## src/rtl/pic_pkg.sv

```systemverilog
// Shared constants and types for the peripheral instruction cycle block.
// Assumes a single 125 MHz clock domain and word-aligned AHB-Lite access.
package pic_pkg;

    // Instruction word layout on the accumulator bus
    localparam int ACC_W       = 24;
    localparam int DEV_LSB     = 0;
    localparam int DEV_W       = 8;
    localparam int ADDR_LSB    = 8;
    localparam int ADDR_W      = 6;
    localparam int WR_BIT      = 16;
    localparam int STAT_LSB    = 20;
    localparam int STAT_W      = 4;
    localparam int STATION_W   = 13;
    localparam int XDL_W       = 16;

    // Arbitrary neutral device code for this tester interface
    localparam logic [7:0] DEVICE_CODE_DEF = 8'h5A;

    // One-hot phase lines from the host: T2, T3, T4, T5, T1
    localparam logic [4:0] PH_T2 = 5'h01;
    localparam logic [4:0] PH_T3 = 5'h02;
    localparam logic [4:0] PH_T4 = 5'h04;
    localparam logic [4:0] PH_T5 = 5'h08;
    localparam logic [4:0] PH_T1 = 5'h10;

    // Short register addresses reachable by single peripheral transfers
    localparam logic [5:0] SPU_MODE    = 6'h10;
    localparam logic [5:0] SPU_STATUS  = 6'h11;
    localparam logic [5:0] SPU_INSTR   = 6'h12;
    localparam logic [5:0] SPU_STATION = 6'h13;

    // AHB register byte offsets
    localparam logic [7:0] OFS_MODE    = 8'h00;
    localparam logic [7:0] OFS_STATUS  = 8'h04;
    localparam logic [7:0] OFS_STATION = 8'h08;
    localparam logic [7:0] OFS_INSTR   = 8'h0C;
    localparam logic [7:0] OFS_XDL     = 8'h10;
    localparam logic [7:0] OFS_STATE   = 8'h14;

    // Field positions
    localparam int MODE_DMA    = 0;
    localparam int MODE_TRAP   = 1;
    localparam int STS_IRQ     = 0;
    localparam int STS_START   = 1;
    localparam int STS_PHERR   = 2;

    // Reset values and the status output-enable mask
    localparam logic [XDL_W-1:0]     XDL_DELAY_RST = 16'h0040;
    localparam logic [STATION_W-1:0] STATION_RST   = 13'h0000;
    localparam logic [ACC_W-1:0]     STAT_OE       = 24'hF00000;

    typedef enum logic [5:0] {
        ST_WAIT = 6'h01,
        ST_T2   = 6'h02,
        ST_T3   = 6'h04,
        ST_T4   = 6'h08,
        ST_T5   = 6'h10,
        ST_T1   = 6'h20
    } pic_state_t;

    typedef struct packed {
        logic [4:0]       phase;
        logic             psel;
        logic             prio;
        logic             power;
        logic             start;
        logic [ACC_W-1:0] acc;
    } pic_pins_t;

endpackage : pic_pkg

```

## src/rtl/pic_xdl.sv

```systemverilog
// Execute delay loop: holds the tester busy for a programmed count.
// Assumes start is a one-cycle pulse on hclk.
`timescale 1ns/100ps
module pic_xdl #(
    parameter int W = 16
) (
    input  wire logic         hclk,
    input  wire logic         hresetn,
    input  wire logic         ce,
    input  wire logic         start,
    input  wire logic [W-1:0] delay,
    output logic              busy
);

    logic [W-1:0] count;

    always_ff @(posedge hclk or negedge hresetn) begin
        if (!hresetn) begin
            count <= '0;
            busy  <= 1'b0;
        end else if (ce) begin
            if (start) begin
                // A zero delay still gives one busy cycle
                count <= delay;
                busy  <= 1'b1;
            end else if (count != '0) begin
                count <= count - 1'b1;
            end else begin
                busy <= 1'b0;
            end
        end
    end

endmodule : pic_xdl

```

## src/rtl/pic_core.sv

```systemverilog
// Tester-side peripheral interface for single peripheral transfers.
// Assumes host pins are asynchronous; registers on AHB-Lite, zero waits.
//
// What this block does
// - Cycle phases run T2, T3, T4, T5, T1, then back to T2.
// - Each single read or write transfer finishes within one cycle.
// - Register address logic clears at T2.
// - Select accepted only if bits 0-7 match device code; two match signals.
// - Device selected is match A AND peripheral select.
// - When selected without higher priority, drive status on bits 20-23 at T4.
// - Status bit 20 carries tester power good.
// - Selection yields exactly one bus direction enable.
// - Start button sets start request, held until host reads station control.
// - Only short-bus registers are reachable by single transfers.
// - Status bit 21 carries the DMA mode flag.
// - Status bit 22 carries the interrupt pending flag.
// - Status bit 23 carries the busy flag from the delay loop.
// - Data strobe at T5 only if T4 status showed tester available.
//
// The register addresses and register access over AHB-Lite were chosen for this implementation.
`timescale 1ns/100ps
module pic_core #(
    parameter logic [7:0] DEVICE_CODE = pic_pkg::DEVICE_CODE_DEF
) (
    input  wire logic                     hclk,
    input  wire logic                     hresetn,
    input  wire logic                     ce,
    // AHB-Lite slave
    input  wire logic                     hsel,
    input  wire logic [31:0]              haddr,
    input  wire logic [1:0]               htrans,
    input  wire logic                     hwrite,
    input  wire logic [2:0]               hsize,
    input  wire logic                     hready,
    input  wire logic [31:0]              hwdata,
    output logic      [31:0]              hrdata,
    output logic                          hreadyout,
    output logic                          hresp,
    // Host and panel pins
    input  wire pic_pkg::pic_pins_t       host_pins,
    output logic [pic_pkg::ACC_W-1:0]     acc_bus_out,
    output logic [pic_pkg::ACC_W-1:0]     acc_bus_oe,
    output logic                          device_code_match_a,
    output logic                          device_code_match_b,
    output logic                          device_selected,
    output logic                          drive_toward_peripheral_bus,
    output logic                          drive_toward_accumulator_bus,
    output logic                          peripheral_data_strobe
);

    localparam int ACC_W = pic_pkg::ACC_W;

    pic_pkg::pic_pins_t  pins_meta;
    pic_pkg::pic_pins_t  pins_s;
    pic_pkg::pic_state_t state;
    pic_pkg::pic_state_t next_state;
    logic                order_err;
    logic                start_q;
    logic                is_write;
    logic                t4_avail;
    logic [5:0]          pend_addr;
    logic [5:0]          reg_addr;
    logic                addr_valid;
    logic                mode_dma;
    logic                mode_trap;
    logic                irq_pending;
    logic                start_request;
    logic                phase_err;
    logic [pic_pkg::STATION_W-1:0] station;
    logic [ACC_W-1:0]    instr;
    logic [pic_pkg::XDL_W-1:0] xdl_delay;
    logic                busy;
    logic                wr_pend;
    logic [7:0]          wr_ofs;

    function automatic logic spu_hit(input logic [5:0] addr, input logic [5:0] code);
        spu_hit = (addr == code);
    endfunction : spu_hit

    function automatic logic ahb_hit(input logic [7:0] ofs, input logic [7:0] code);
        ahb_hit = (ofs == code);
    endfunction : ahb_hit

    // Two-stage synchroniser on every host and panel pin
    always_ff @(posedge hclk or negedge hresetn) begin
        if (!hresetn) begin
            pins_meta <= '0;
            pins_s    <= '0;
        end else if (ce) begin
            pins_meta <= host_pins;
            pins_s    <= pins_meta;
        end
    end

    // Phase tracker
    logic [4:0]          cur_code;
    logic [4:0]          nxt_code;
    pic_pkg::pic_state_t nxt_st;

    always_comb begin
        cur_code = pic_pkg::PH_T2;
        nxt_code = pic_pkg::PH_T3;
        nxt_st   = pic_pkg::ST_T3;
        case (state)
            pic_pkg::ST_T2: begin
                cur_code = pic_pkg::PH_T2;
                nxt_code = pic_pkg::PH_T3;
                nxt_st   = pic_pkg::ST_T3;
            end
            pic_pkg::ST_T3: begin
                cur_code = pic_pkg::PH_T3;
                nxt_code = pic_pkg::PH_T4;
                nxt_st   = pic_pkg::ST_T4;
            end
            pic_pkg::ST_T4: begin
                cur_code = pic_pkg::PH_T4;
                nxt_code = pic_pkg::PH_T5;
                nxt_st   = pic_pkg::ST_T5;
            end
            pic_pkg::ST_T5: begin
                cur_code = pic_pkg::PH_T5;
                nxt_code = pic_pkg::PH_T1;
                nxt_st   = pic_pkg::ST_T1;
            end
            pic_pkg::ST_T1: begin
                cur_code = pic_pkg::PH_T1;
                nxt_code = pic_pkg::PH_T2;
                nxt_st   = pic_pkg::ST_T2;
            end
            default: begin
                cur_code = pic_pkg::PH_T2;
                nxt_code = pic_pkg::PH_T2;
                nxt_st   = pic_pkg::ST_T2;
            end
        endcase
    end

    always_comb begin
        next_state = state;
        order_err  = 1'b0;
        if (state == pic_pkg::ST_WAIT) begin
            if (pins_s.phase == pic_pkg::PH_T2) begin
                next_state = pic_pkg::ST_T2;
            end
        end else if (pins_s.phase != cur_code && pins_s.phase != 5'h00) begin
            if (pins_s.phase == nxt_code) begin
                next_state = nxt_st;
            end else begin
                // Out-of-order phase: resynchronise on the next T2
                order_err  = 1'b1;
                next_state = pic_pkg::ST_WAIT;
            end
        end
    end

    always_ff @(posedge hclk or negedge hresetn) begin
        if (!hresetn) begin
            state <= pic_pkg::ST_WAIT;
        end else if (ce) begin
            state <= next_state;
        end
    end

    logic enter;
    logic enter_t2;
    logic enter_t4;
    logic enter_t5;
    logic enter_t1;
    logic sel_now;
    logic spu_wr;
    logic spu_rd;

    assign enter    = ce && (next_state != state);
    assign enter_t2 = enter && (next_state == pic_pkg::ST_T2);
    assign enter_t4 = enter && (next_state == pic_pkg::ST_T4);
    assign enter_t5 = enter && (next_state == pic_pkg::ST_T5);
    assign enter_t1 = enter && (next_state == pic_pkg::ST_T1);

    // Both boards compare the same code independently
    assign device_code_match_a = (pins_s.acc[pic_pkg::DEV_LSB +: pic_pkg::DEV_W] == DEVICE_CODE);
    assign device_code_match_b = (pins_s.acc[pic_pkg::DEV_LSB +: pic_pkg::DEV_W] == DEVICE_CODE);
    assign sel_now = device_code_match_a && pins_s.psel;

    // Selection and transfer direction, latched at T4
    always_ff @(posedge hclk or negedge hresetn) begin
        if (!hresetn) begin
            device_selected <= 1'b0;
            is_write        <= 1'b0;
            pend_addr       <= '0;
            t4_avail        <= 1'b0;
        end else if (enter_t2) begin
            device_selected <= 1'b0;
            t4_avail        <= 1'b0;
        end else if (enter_t4) begin
            device_selected <= sel_now;
            is_write        <= pins_s.acc[pic_pkg::WR_BIT];
            pend_addr       <= pins_s.acc[pic_pkg::ADDR_LSB +: pic_pkg::ADDR_W];
            // Available means powered and the delay loop idle
            t4_avail        <= sel_now && !pins_s.prio && pins_s.power && !busy;
        end
    end

    assign drive_toward_peripheral_bus  = device_selected && is_write;
    assign drive_toward_accumulator_bus = device_selected && !is_write;

    // Register address: latched at T5, held through T1, cleared at T2
    always_ff @(posedge hclk or negedge hresetn) begin
        if (!hresetn) begin
            reg_addr   <= '0;
            addr_valid <= 1'b0;
        end else if (enter_t2) begin
            reg_addr   <= '0;
            addr_valid <= 1'b0;
        end else if (enter_t5 && t4_avail) begin
            reg_addr   <= pend_addr;
            addr_valid <= 1'b1;
        end
    end

    always_ff @(posedge hclk or negedge hresetn) begin
        if (!hresetn) begin
            peripheral_data_strobe <= 1'b0;
        end else if (ce) begin
            peripheral_data_strobe <= (enter_t5 && t4_avail) || (enter_t1 && addr_valid);
        end
    end

    // The whole transfer lands at T1 of the same cycle
    assign spu_wr = enter_t1 && addr_valid && is_write;
    assign spu_rd = enter_t1 && addr_valid && !is_write;

    logic [ACC_W-1:0] spu_rdata;
    always_comb begin
        spu_rdata = '0;
        if (spu_hit(reg_addr, pic_pkg::SPU_MODE)) begin
            spu_rdata[pic_pkg::MODE_DMA]  = mode_dma;
            spu_rdata[pic_pkg::MODE_TRAP] = mode_trap;
        end else if (spu_hit(reg_addr, pic_pkg::SPU_STATUS)) begin
            spu_rdata[pic_pkg::STS_IRQ]   = irq_pending;
            spu_rdata[pic_pkg::STS_START] = start_request;
            spu_rdata[pic_pkg::STS_PHERR] = phase_err;
        end else if (spu_hit(reg_addr, pic_pkg::SPU_INSTR)) begin
            spu_rdata = instr;
        end else if (spu_hit(reg_addr, pic_pkg::SPU_STATION)) begin
            spu_rdata[pic_pkg::STATION_W-1:0] = station;
        end
    end

    // Accumulator bus drive: status at T4, read data at T1
    always_ff @(posedge hclk or negedge hresetn) begin
        if (!hresetn) begin
            acc_bus_out <= '0;
            acc_bus_oe  <= '0;
        end else if (enter_t2 || enter_t5) begin
            acc_bus_out <= '0;
            acc_bus_oe  <= '0;
        end else if (enter_t4 && sel_now && !pins_s.prio) begin
            acc_bus_out <= {busy, irq_pending, mode_dma, pins_s.power, 20'h00000};
            acc_bus_oe  <= pic_pkg::STAT_OE;
        end else if (spu_rd) begin
            acc_bus_out <= spu_rdata;
            acc_bus_oe  <= {ACC_W{1'b1}};
        end
    end

    // AHB-Lite slave: always ready, always OKAY
    logic ahb_go;
    assign ahb_go    = hsel && hready && htrans[1];
    assign hreadyout = 1'b1;
    assign hresp     = 1'b0;

    always_ff @(posedge hclk or negedge hresetn) begin
        if (!hresetn) begin
            wr_pend <= 1'b0;
            wr_ofs  <= '0;
            hrdata  <= '0;
        end else if (ce) begin
            wr_pend <= ahb_go && hwrite;
            wr_ofs  <= haddr[7:0];
            hrdata  <= '0;
            if (ahb_go && !hwrite) begin
                // Unmapped offsets read as zero
                case (haddr[7:0])
                    pic_pkg::OFS_MODE:    hrdata <= {30'h00000000, mode_trap, mode_dma};
                    pic_pkg::OFS_STATUS:  hrdata <= {29'h00000000, phase_err, start_request, irq_pending};
                    pic_pkg::OFS_STATION: hrdata <= {19'h00000, station};
                    pic_pkg::OFS_INSTR:   hrdata <= {8'h00, instr};
                    pic_pkg::OFS_XDL:     hrdata <= {16'h0000, xdl_delay};
                    pic_pkg::OFS_STATE:   hrdata <= {16'h0000, busy, device_selected, addr_valid,
                                                     reg_addr, state, 1'b0};
                    default:              hrdata <= '0;
                endcase
            end
        end
    end

    logic ahb_wr;
    assign ahb_wr = ce && wr_pend;

    // Short registers; a host transfer wins over a software write
    always_ff @(posedge hclk or negedge hresetn) begin
        if (!hresetn) begin
            mode_dma    <= 1'b0;
            mode_trap   <= 1'b0;
            irq_pending <= 1'b0;
            station     <= pic_pkg::STATION_RST;
            instr       <= '0;
            xdl_delay   <= pic_pkg::XDL_DELAY_RST;
        end else if (spu_wr) begin
            if (spu_hit(reg_addr, pic_pkg::SPU_MODE)) begin
                mode_dma  <= pins_s.acc[pic_pkg::MODE_DMA];
                mode_trap <= pins_s.acc[pic_pkg::MODE_TRAP];
            end
            if (spu_hit(reg_addr, pic_pkg::SPU_STATUS)) begin
                irq_pending <= pins_s.acc[pic_pkg::STS_IRQ];
            end
            if (spu_hit(reg_addr, pic_pkg::SPU_INSTR)) begin
                instr <= pins_s.acc;
            end
            if (spu_hit(reg_addr, pic_pkg::SPU_STATION)) begin
                station <= pins_s.acc[pic_pkg::STATION_W-1:0];
            end
        end else if (ahb_wr) begin
            if (ahb_hit(wr_ofs, pic_pkg::OFS_MODE)) begin
                mode_dma  <= hwdata[pic_pkg::MODE_DMA];
                mode_trap <= hwdata[pic_pkg::MODE_TRAP];
            end
            if (ahb_hit(wr_ofs, pic_pkg::OFS_STATUS)) begin
                irq_pending <= hwdata[pic_pkg::STS_IRQ];
            end
            if (ahb_hit(wr_ofs, pic_pkg::OFS_INSTR)) begin
                instr <= hwdata[ACC_W-1:0];
            end
            if (ahb_hit(wr_ofs, pic_pkg::OFS_XDL)) begin
                xdl_delay <= hwdata[pic_pkg::XDL_W-1:0];
            end
        end
    end

    // Start request: a press in the clearing cycle is not lost
    logic start_edge;
    assign start_edge = pins_s.start && !start_q;

    always_ff @(posedge hclk or negedge hresetn) begin
        if (!hresetn) begin
            start_q       <= 1'b0;
            start_request <= 1'b0;
        end else if (ce) begin
            start_q <= pins_s.start;
            if (start_edge) begin
                start_request <= 1'b1;
            end else if (spu_rd && spu_hit(reg_addr, pic_pkg::SPU_STATION)) begin
                start_request <= 1'b0;
            end
        end
    end

    // Sticky phase order fault, software clears by writing one
    always_ff @(posedge hclk or negedge hresetn) begin
        if (!hresetn) begin
            phase_err <= 1'b0;
        end else if (ce) begin
            if (order_err) begin
                phase_err <= 1'b1;
            end else if (ahb_wr && ahb_hit(wr_ofs, pic_pkg::OFS_STATUS) && hwdata[pic_pkg::STS_PHERR]) begin
                phase_err <= 1'b0;
            end
        end
    end

    logic xdl_start;
    assign xdl_start = (spu_wr && spu_hit(reg_addr, pic_pkg::SPU_INSTR))
                    || (ahb_wr && ahb_hit(wr_ofs, pic_pkg::OFS_INSTR));

    pic_xdl #(
        .W (pic_pkg::XDL_W)
    ) u_xdl (
        .hclk    (hclk),
        .hresetn (hresetn),
        .ce      (ce),
        .start   (xdl_start),
        .delay   (xdl_delay),
        .busy    (busy)
    );

    // Checks
    a_phase_order: assert property (@(posedge hclk) disable iff (!hresetn)
        (state == pic_pkg::ST_T1) && (next_state != pic_pkg::ST_T1) && ce
        |=> (state == pic_pkg::ST_T2) || (state == pic_pkg::ST_WAIT))
        else $error("phase after T1 was not T2");

    a_strobe_phase: assert property (@(posedge hclk) disable iff (!hresetn)
        peripheral_data_strobe |-> (state == pic_pkg::ST_T5) || (state == pic_pkg::ST_T1))
        else $error("data strobe outside T5 or T1");

    a_addr_cleared: assert property (@(posedge hclk) disable iff (!hresetn)
        enter_t2 |=> !addr_valid && (reg_addr == 6'h00))
        else $error("register address not cleared at T2");

    a_match_pair: assert property (@(posedge hclk) disable iff (!hresetn)
        device_code_match_a == device_code_match_b)
        else $error("device code matches disagree");

    a_select_and: assert property (@(posedge hclk) disable iff (!hresetn)
        enter_t4 |=> device_selected == $past(sel_now))
        else $error("device select not match AND select");

    a_status_drive: assert property (@(posedge hclk) disable iff (!hresetn)
        enter_t4 && sel_now && !pins_s.prio
        |=> (acc_bus_oe == pic_pkg::STAT_OE) && (acc_bus_out[20] == $past(pins_s.power)))
        else $error("status not driven on bits 20 to 23");

    a_dir_onehot: assert property (@(posedge hclk) disable iff (!hresetn)
        (drive_toward_peripheral_bus + drive_toward_accumulator_bus) == {1'b0, device_selected})
        else $error("direction enables not exclusive");

    a_start_held: assert property (@(posedge hclk) disable iff (!hresetn)
        start_request && ce && !spu_rd |=> start_request)
        else $error("start request dropped before read");

    a_busy_bit: assert property (@(posedge hclk) disable iff (!hresetn)
        xdl_start && (xdl_delay != '0) |=> busy [*2])
        else $error("delay loop busy not raised");

    a_strobe_avail: assert property (@(posedge hclk) disable iff (!hresetn)
        peripheral_data_strobe && (state == pic_pkg::ST_T5) |-> t4_avail)
        else $error("strobe at T5 without availability");

    a_addr_hold: assert property (@(posedge hclk) disable iff (!hresetn)
        (state == pic_pkg::ST_T5) ##1 (state == pic_pkg::ST_T1) |-> $stable(reg_addr))
        else $error("register address changed before T2");

endmodule : pic_core

```

## config.mk

```make
export PLATFORM = sky130hd
export DESIGN_NAME = pic_core
export DESIGN_NICKNAME = d
export VERILOG_FILES = /design/src/rtl/pic_pkg.sv /design/src/rtl/pic_xdl.sv /design/src/rtl/pic_core.sv
export SDC_FILE = /design/constraint.sdc
export NUM_CORES = 1
export LEC_CHECK = 0
export ABC_AREA = 1
export BUFFER_PORTS_ARGS = -buffer_cell sky130_fd_sc_hd__buf_2
export CAP_MARGIN = 30
export CORE_ASPECT_RATIO = 2
export CORE_MARGIN = 2
export CORE_UTILIZATION = 45
export CTS_BUF_LIST = sky130_fd_sc_hd__clkbuf_4
export DETAILED_ROUTE_END_ITERATION = 10
export GPL_TIMING_DRIVEN = 0
export MAX_ROUTING_LAYER = met4
export PLACE_DENSITY = 0.66
export SYNTH_ARGS = -nofsm -noshare
export SYNTH_HDL_FRONTEND = slang
export SYNTH_SLANG_ARGS = --single-unit
```

## constraint.sdc

```tcl
create_clock -name hclk -period 5.36 [get_ports hclk]
set_input_delay 0 -clock hclk [delete_from_list [all_inputs] [get_ports hclk]]
set_output_delay 0 -clock hclk [all_outputs]
set_load 0.1 [all_outputs]
```

Word-level counts from Yosys, hierarchy flattened. Cells that the tools add are included. W data, S select, Z words.

$add $sub $neg: 1. Equal/unequal tests: 31. Mux-type cells: 57. Bitwise operators: 2. Reduce and logical (&&, ||, !) cells: 61.

Operators by type and width (number): $mux W24 (11); $pmux W24 S6 (1); $pmux W5 S4 (2); $eq A6 B5 Y1 const B (6); $mux W6 (6); $mux W16 (2); $logic_and A1 B1 Y1 (29); $mux W1 (27); $mux W13 (2); $eq A8 B4 Y1 const B (3); $eq A8 B5 Y1 const B (3); $pmux W6 S4 (1); $mux W22 (1); $mux W21 (1); $reduce_bool A2 Y1 (9); $eq A8 B3 Y1 const B (2); $logic_not A8 Y1 (2); $reduce_bool A16 Y1 (1); $sub A16 B1 Y16 const B (1); $eq A6 B2 Y1 const B (2); $eq A6 B4 Y1 const B (2); $eq A6 B6 Y1 const B (2); $reduce_and A2 Y1 (6); $reduce_and A3 Y1 (4); 16 further kinds (26).

Flip-flop bits (word level): 254. Bits of input ports: 108. Output and inout port bits: 88. Word-level logic and storage cells: 188.

Logic depth before layout (Yosys ltp). Gate-level depths: netlist of the first run.

Depth in word-level cells: 15. Depth in mapped cells: 24. Depth with buffers taken out: 24.

By module. Synthesis of the first run repeated with hierarchy kept, for this count alone.

Cell total of the unflattened synthesis: 1443. Area total of the unflattened synthesis: 11237.0 µm².

By module, submodules not included: pic_core (instances 1, cells each 1251, area an instance 9985.8 µm², seq. area each 5182.5 µm²); pic_xdl (instances 1, cells each 192, area an instance 1251.2 µm², seq. area each 425.4 µm²).

Least setup slack after synthesis of the first run. No wires, ideal clock.

Kind: reg2reg. Start point: register state[1]. End point: register instr[2]. Setup time: 121 ps. Arrival: 2526 ps. Required time: 5239 ps. Setup slack: 2713 ps. Cell stages (with the launch flop): 21. Buffers on the path: 2. Clock period less this slack: 2647 ps. Path through: dfrtp_1 -> nor2_1 -> nand3_1 -> nand2_1 -> nand2_1 -> nor2_1 -> nand3_2 -> nand2_2 -> nand2_1 -> nand2_2 -> o21ai_1 -> nand3_2 -> nor2_4 -> nor2_8 -> nand3_2 -> buf_4 -> buf_4 -> nand2_1 -> o21ai_1 -> nand2_1 -> o21ai_1.

Word-level cells in the longest chain between the ends: 13. Elaborated cells on any way between the ends: 27. Classes of those cells: eq/ne: 11; mux: 8; reduce/logical: 8.

Ends and longest elaborated chain: start: declaration (RTL line pic_core.sv:55) `pic_pkg::pic_state_t state;`; start signal: assignment (RTL line pic_core.sv:158) `state <= pic_pkg::ST_WAIT;`; start signal: assignment (RTL line pic_core.sv:160) `state <= next_state;`; $eq A6 B5 Y1 (tied with other cells) (RTL line pic_core.sv:104) `case (state)`; $pmux W5 S4 (RTL line pic_core.sv:104); $eq A5 B5 Y1 / $ne A5 B5 Y1 (equally long branches) (RTL line pic_core.sv:146, pic_core.sv:145); $mux W6 / $logic_and A1 B1 Y1 (equally long branches) (RTL line pic_core.sv:146, pic_core.sv:145); $mux W6 (RTL line pic_core.sv:145) `end else if (pins_s.phase != cur_code && pins_s.phase != 5'h00) begin`; $mux W6 (RTL line pic_core.sv:141) `if (state == pic_pkg::ST_WAIT) begin`; $ne A6 B6 Y1 (RTL line pic_core.sv:173) `assign enter = ce && (next_state != state);`; $logic_and A1 B1 Y1 (RTL line pic_core.sv:173); $logic_and A1 B1 Y1 * (RTL line pic_core.sv:177) `assign enter_t1 = enter && (next_state == pic_pkg::ST_T1);`; $logic_and A1 B1 Y1 * (2 in a row) (RTL line pic_core.sv:229) `assign spu_wr = enter_t1 && addr_valid && is_write;`; $ne A2 B1 Y1 (no source line) / $reduce_bool A2 Y1 (equally long branches); $reduce_and A3 Y1 (no source line); end signal: assignment (RTL line pic_core.sv:318) `instr <= pins_s.acc;`; end signal: assignment (RTL line pic_core.sv:332) `instr <= hwdata[ACC_W-1:0];`; end: declaration (RTL line pic_core.sv:70) `logic [ACC_W-1:0] instr;`.

Every way passes the cells marked *; elsewhere a longest branch is shown, timed or not. A chain may end at the register's enable or synchronous reset.

Worst setup path in the final report of the first run.
Start point: register state[1]. End point: register instr[14].

The elaborated chain is that of the path after synthesis.

==> results of run 1 <==
==> critical path, cell delays in order (launching register included) <==
cell	delay (ns)
dfrtp_1	0.45
nor2_1	0.38
nand3_1	0.24
nand2_1	0.11
nand2_1	0.05
nor2_1	0.15
nand3_2	0.15
nand2_2	0.19
nand2_1	0.10
a21oi_1	0.25
nand4_1	0.19
nor2_4	0.21
nor2_8	0.08
nand3_2	0.16
clkbuf_1	0.41
o21ai_0	0.34
nand2_1	0.15
nand2_1	0.06
==> sequential cells by signal, summed over array words and instances, names as in the netlist, 2 cells and up <==
name / count
state: 6
pend_addr: 6
acc_bus_out: 24
xdl_delay: 16
hrdata: 24
pins_meta: 33
instr: 24
station: 13
pins_s: 33
acc_bus_oe: 2
u_xdl.count: 16
wr_ofs: 8
reg_addr: 6
==> area by class of cell <==
class	instances	area share, %
buffer	89	3.98
sequential	224	40.6
antenna	1	0.0181
timing repair buffer	231	11.6
multi-input combinational	920	31.3
clock buffer	83	4.52
inverter	175	4.76
clock inverter	9	0.472
tap	290	2.63
==> layout by cell type, fill, tap and decap left out, types with 2 or more instances in the layout <==
| cell type | count |
|---|---|
| xor2_1 | 6 |
| nand2_2 | 4 |
| xnor2_1 | 6 |
| nand4_1 | 18 |
| buf_4 | 38 |
| buf_16 | 2 |
| nand2_1 | 422 |
| nand3_1 | 98 |
| o21ai_0 | 130 |
| nor3_1 | 16 |
| buf_2 | 158 |
| a221oi_1 | 10 |
| conb_1 | 10 |
| buf_6 | 9 |
| o31ai_1 | 2 |
| clkbuf_4 | 83 |
| nor4_1 | 5 |
| dfrtp_1 | 222 |
| o22ai_1 | 23 |
| o21ai_1 | 51 |
| nand3_2 | 5 |
| dlygate4sd3_1 | 78 |
| dfstp_2 | 2 |
| a21oi_1 | 22 |
| clkbuf_1 | 31 |
| inv_1 | 166 |
| or2_2 | 4 |
| inv_2 | 8 |
| nor2_1 | 58 |
| nor4_2 | 2 |
| buf_1 | 3 |
| clkinv_1 | 7 |
| nor2_2 | 6 |
==> path summary, 6_finish.rpt <==
kind                                       end          start  slack (ns)
worst min-delay path             pins_meta[11]  host_pins[11]        0.04
max in group asynchronous            instr[14]        hresetn        4.08
worst min register to register      pins_s[24]  pins_meta[24]        0.46
worst max register to register       instr[14]       state[1]        1.60
worst max-delay path                 instr[14]       state[1]        1.60
min in group asynchronous       u_xdl.count[0]        hresetn        0.37
==> routing by layer <==
metal / part of all wire (%) / wire (um) / up-vias
li1: - / - / 5087
met2: 54 / 20700 / 381
met3: 4.0 / 1540 / 164
met1: 33 / 12900 / 5138
met4: 8.7 / 3330 / 0
met5: 0 / 0 / -
==> where the power goes <==
group / switching [mW] / total, mW / internal (mW)
Sequential: 0.172 / 2.11 / 1.93
Clock: 0.694 / 1.44 / 0.744
Combinational: 1.49 / 1.96 / 0.476
==> through the flow <==
stage               cells  power, mW  cell area (um2)  hold WS, ns
floorplan            1408       3.58            11100       -0.296
global placement     1846       4.01            12200        0.203
CTS                  2020       5.52            13800     0.000606
detailed placement   1849       4.04            12300        0.106
global route         2022       5.79            13800       0.0554
finish               2022       5.51            13800       0.0404
==> logic make-up (layout without fill, tap and decap cells) <==
| family | after synthesis | after routing |
|---|---|---|
| and+or+nand+nor | 648 | 648 |
| adders and majority gates | 1 | 1 |
| other | 2 | 11 |
| DFF | 224 | 224 |
| xor gates and xnor gates | 12 | 12 |
| AOI/OAI and AO/OA | 249 | 249 |
| buffers and inverters | 264 | 587 |
==> flow_metrics.tcl, run 1 <==
set metrics [dict create \
    status "complete, no violations" \
    design.die.area_um2 26000 \
    ys_types 52 \
    synthAdderAreaFrac_pct 0.113 \
    powerDensity_nw_per_um2 399 \
    numCtsBuffers 50 \
    start_util_pct 45.6 \
    synth-seq-cells 224 \
    place.gp.congestion 1.00 \
    yosysTopAreaCell "dfrtp_1" \
    clkSinkCount 224 \
    post-dp-hpwl_um 28200 \
    grt_pass1_wl_um 58800 \
    synth_compound_area_share_pct 12.3 \
    tightest_slew_ns 1.15 \
    finalWirelength_um 38400 \
    post_cts_resized 0 \
    place_ws_ns 1.68 \
    synthArstFlopShare_pct 100 \
    synth-edff-count 0 \
    required_ns 5.95 \
    utilization_pct 56.7 \
    antenna_found_initial 1 \
    clk_pin_slew_ns 0.09 \
    overflow 0 \
    finalSetupViolCount 0 \
    yosys.area_share.simple_pct 25.2 \
    yosys.cell_count.top_type "nand2_1" \
    yosysTopAreaCellShare_pct 50.1 \
    drc_errors 0 \
    cap_violations 0 \
    seq_area_um2 5610 \
    leakage_nw 7.26 \
    chipWidth_um 115 \
    area_delta_synth_final_pct 24.3 \
    grt_pass1_vias 11000 \
    core_um2 24300 \
    ys_top_cells_by_area "dfrtp_1 50%, nand2_1 14%, o21ai_0 5.9%" \
    ys_top_cells_by_count "422 x nand2_1, 222 x dfrtp_1, 166 x inv_1" \
    die_y_um 226 \
    nFillCells 2318 \
    ios 196 \
    synth_mux_area_share_pct 0 \
    fin_skew_ns 0.0604 \
    fin_setup_tns_ns 0 \
    synth_top_family_by_area "simple AND/OR/NAND/NOR gates" \
    ctsLongestPathBuffers 3 \
    cp-end-kind "flip-flop" \
    grtUsageMet3_pct 3.44 \
    yosys.area_share.xor_xnor_pct 0.947 \
    cts_tree "yes" \
    ys.flop_type "dfrtp_1" \
    path_class "reg2reg" \
    grt.total_usage_pct 31.1 \
    fin_crit_ns 3.76 \
    ant_nets 0 \
    rsz0062_at_grt "no" \
    yosys_warnings 0 \
    min_period_over_period_pct 70.1 \
    yosysSeqAreaShare_pct 50.5 \
    multi_input_area_um2 4320 \
    min_path_cells 4 \
    grt_max_degree 122 \
    finalMaxSlewViolations 0 \
    routed_via_density 5.33 \
    avgSynthCellArea_um2 7.93 \
    cp_max_fo 10 \
    clkLatencyLatePin_ns 0.72 \
    critPathLaunchType "flip-flop" \
    holdCritPathClass "in2reg" \
    syn-instance-count 1400 \
    port_buffers 148 \
    use_met1_pct 29.7 \
    maxSlewHeadroom_pct 22.6 \
    finalWorstSetupSlack_ns 1.60 \
    routedWlPerCell_um 19.0 \
    fmax_mhz 266 \
    top_usage_layer "met2" \
    gr-usage-met2_pct 56.0 \
    vias 10800 \
    dr.first_iter.drc_count 631 \
    r2r_cells 17 \
    drtPass1Iterations 5 \
    nets 1800 \
    cts.root.buffer_cell "clkbuf_4" \
    ir_worst_vdd_uv 261 \
    postCtsSetupRepairBufs 0 \
    drive_gt1_share_pct 19.3 \
    netlist_area_um2 11100 \
    cts-htree-levels 2 \
    rows 81 \
    cts_hold_buf 79 \
    final-hold-violation-count 0 \
    crit_arrival_ns 4.35 \
]
No activity file was read; power rests on OpenSTA's default activity.
==> run 2, diff against run 1 <==
- ABC_AREA: 1 -> 0
- PLACE_DENSITY: 0.66 -> 0.69
- clock period: 5.36 -> 3.1 ns (I/O delays scaled with it)
==> flow_metrics.tcl, run 2 <==
set metrics [dict create \
    cts-htree-levels 2 \
    place.gp.congestion 0.972 \
    tightest_slew_ns 1.05 \
    drive_gt1_share_pct 43.7 \
    final_common_cell "dfrtp_1" \
    ff2ff_setup_slack_ns -0.51 \
    numCtsBuffers 49 \
    yosys_warnings 0 \
    overflow 0 \
    startpoint "state[2]" \
    crit_chain "buf_6 -> xor2_4 -> a211o_1 -> and3_4 -> o2111a_2 -> or2_4 -> a221oi_4 -> nand4_4 -> or2_4 -> and4b_1 -> buf_6 -> buf_8 -> mux2_4" \
    netlist_area_um2 10900 \
    yosysSeqAreaShare_pct 51.6 \
    finalSetupViolCount 109 \
    top_regs "pins_meta: 33 flops, pins_s: 33 flops" \
    ys_types 84 \
    fin_crit_ns 3.61 \
    drtPass1Iterations 6 \
    slowest_delay_ns 0.45 \
    place_ws_ns -0.971 \
    layout_common_cells "220 x dfrtp_1, 150 x buf_2, 92 x mux2_2" \
    die_y_um 224 \
    design.die.area_um2 25500 \
    dr.first_iter.drc_count 559 \
    path_class "reg2reg" \
    synth-seq-cells 224 \
    status "finished with violations" \
    critPathLaunchType "flip-flop" \
    critPathTopFamily "simple AND/OR/NAND/NOR gates" \
    r2r-start "state[2]" \
    r2r_cells 13 \
    crit_path_top_delay_cell "dfrtp_2" \
    drc_errors 0 \
    r2r-end "xdl_delay[13]" \
    dp_cells 1387 \
    final-hold-violation-count 0 \
    cts.root.buffer_cell "clkbuf_4" \
    grt.total_usage_pct 28.6 \
    crit_buf_inv 3 \
    path_depth 13 \
    grt_pass1_vias 9815 \
    ys_top_cells_by_area "dfrtp_1 51%, mux2_2 10%, mux2i_1 3.2%" \
    clkSinkCount 224 \
    ctsLongestPathBuffers 3 \
    ant_nets 0 \
    routedWlPerCell_um 22.6 \
    rsz0062_at_grt "yes" \
    fin_setup_tns_ns -40.45 \
    required_ns 3.65 \
    crit_arrival_ns 4.15 \
    nets 1394 \
    synth-edff-count 0 \
    avgSynthCellArea_um2 11.6 \
    cap_violations 0 \
    vias 9421 \
    synthArstFlopShare_pct 100 \
    core_um2 23800 \
    fin_skew_ns 0.0318 \
    cp_max_fo 10 \
    finalWirelength_um 36300 \
    crit_end "xdl_delay[13]" \
    holdCritPathClass "in2reg" \
    clkLatencyLatePin_ns 0.68 \
    port_buffers 148 \
    min_period_over_period_pct 116 \
    grt_max_degree 90 \
    ir_worst_vdd_uv 268 \
    post-dp-hpwl_um 24400 \
    maxSlewHeadroom_pct 29.5 \
    clk_pin_slew_ns 0.07 \
    routed_via_density 5.87 \
    area_delta_synth_final_pct 37.2 \
    rows 80 \
    yosysTopAreaCellShare_pct 51.1 \
    cts_tree "yes" \
    finalNonFillerCells 1605 \
    finalMaxSlewViolations 0 \
    ys.flop_type "dfrtp_1" \
    syn-instance-count 940 \
    violations "setup timing" \
    ios 196 \
    start_util_pct 45.6 \
    antenna_found_initial 1 \
    grt_pass1_wl_um 53900 \
    cp-end-kind "flip-flop" \
    fmax_mhz 277 \
    ys_top_cells_by_count "222 x dfrtp_1, 101 x mux2_2, 61 x nor2_1" \
    finalWorstSetupSlack_ns -0.508 \
    yosys.cell_count.top_type "dfrtp_1" \
    leakage_nw 6.83 \
    chipWidth_um 114 \
    yosysTopAreaCell "dfrtp_1" \
    powerDensity_nw_per_um2 513 \
]
-- run 2: per-layer routing --
| layer | up-vias | track usage [%] | part of all wire, % |
|---|---|---|---|
| met1 | 4692 | 27.6 | 32 |
| met2 | 408 | 51.7 | 54 |
| met3 | 152 | 3.46 | 4.8 |
| met5 | - | - | 0 |
| li1 | 4169 | - | - |
| met4 | 0 | 20.5 | 8.4 |
-- run 2: power breakdown --
part	switching, mW	internal, mW
sequential	0.201	3.09
clock	1.16	1.07
combinational	1.47	0.652
total	2.83	4.81
-- run 2: worst min-delay path by stage --
stage	from	to	slack, ns	cells past startpoint
2_1_floorplan	hresetn	acc_bus_oe[19]	-0.30	0
3_3_place_gp	host_pins[31]	pins_meta[31]	0.23	2
3_5_place_dp	hresetn	hrdata[4]	-0.04	1
4_1_cts	ce	peripheral_data_strobe	0.03	4
5_1_grt	host_pins[7]	pins_meta[7]	0.1	3
6_report	ce	peripheral_data_strobe	0.05	4
-- run 2: worst register-to-register path, stage by stage, from the launching register on --
cell,delay [ns]
dfrtp_2,0.45
buf_6,0.18
xor2_4,0.19
a211o_1,0.30
and3_4,0.18
o2111a_2,0.33
or2_4,0.29
a221oi_4,0.32
nand4_4,0.13
or2_4,0.29
and4b_1,0.21
buf_6,0.15
buf_8,0.15
mux2_4,0.29
-- run 2: cell families after synthesis --
kind of cell    synth area share (%)
xor+xnor                       0.634
mux                             15.5
other cells                   0.0691
simple gates                    11.1
flops                           51.6
buf+inv                         5.60
compound gates                  15.4
fa+ha+maj                      0.115
-- run 2: stage by stage --
stage / hold slack, ns / total power, mW / instance area [um2] / utilization [%]
global placement: 0.232 / 5.20 / 12000 / 50.5
global route: 0.0959 / 7.92 / 14900 / 62.5
CTS: 0.0265 / 7.60 / 14100 / 59.4
finish: 0.0460 / 7.64 / 14900 / 62.5
floorplan: -0.296 / 4.83 / 10900 / -
detailed placement: -0.0434 / 5.23 / 12100 / 50.9
-- run 2: final cells by class --
type                    instances  area (um2)
diodes                          1        2.50
repair buffers                289        2260
flip-flops and latches        224        5610
fillers                      1927        8930
well taps                     287         359
clock buffers                  73         548
clock inverters                10        37.5
multi-input cells             612        5350
inverters                      22        82.6
plain buffers                  87         649
-- run 2: timing repair --
item,CTS,global route
hold endpoints to repair,227,0
gates resized for setup,88,122
cloned,2,4
pin swaps,30,34
hold buffers,72,0
setup buffers,36,25
setup endpoints to repair,117,117
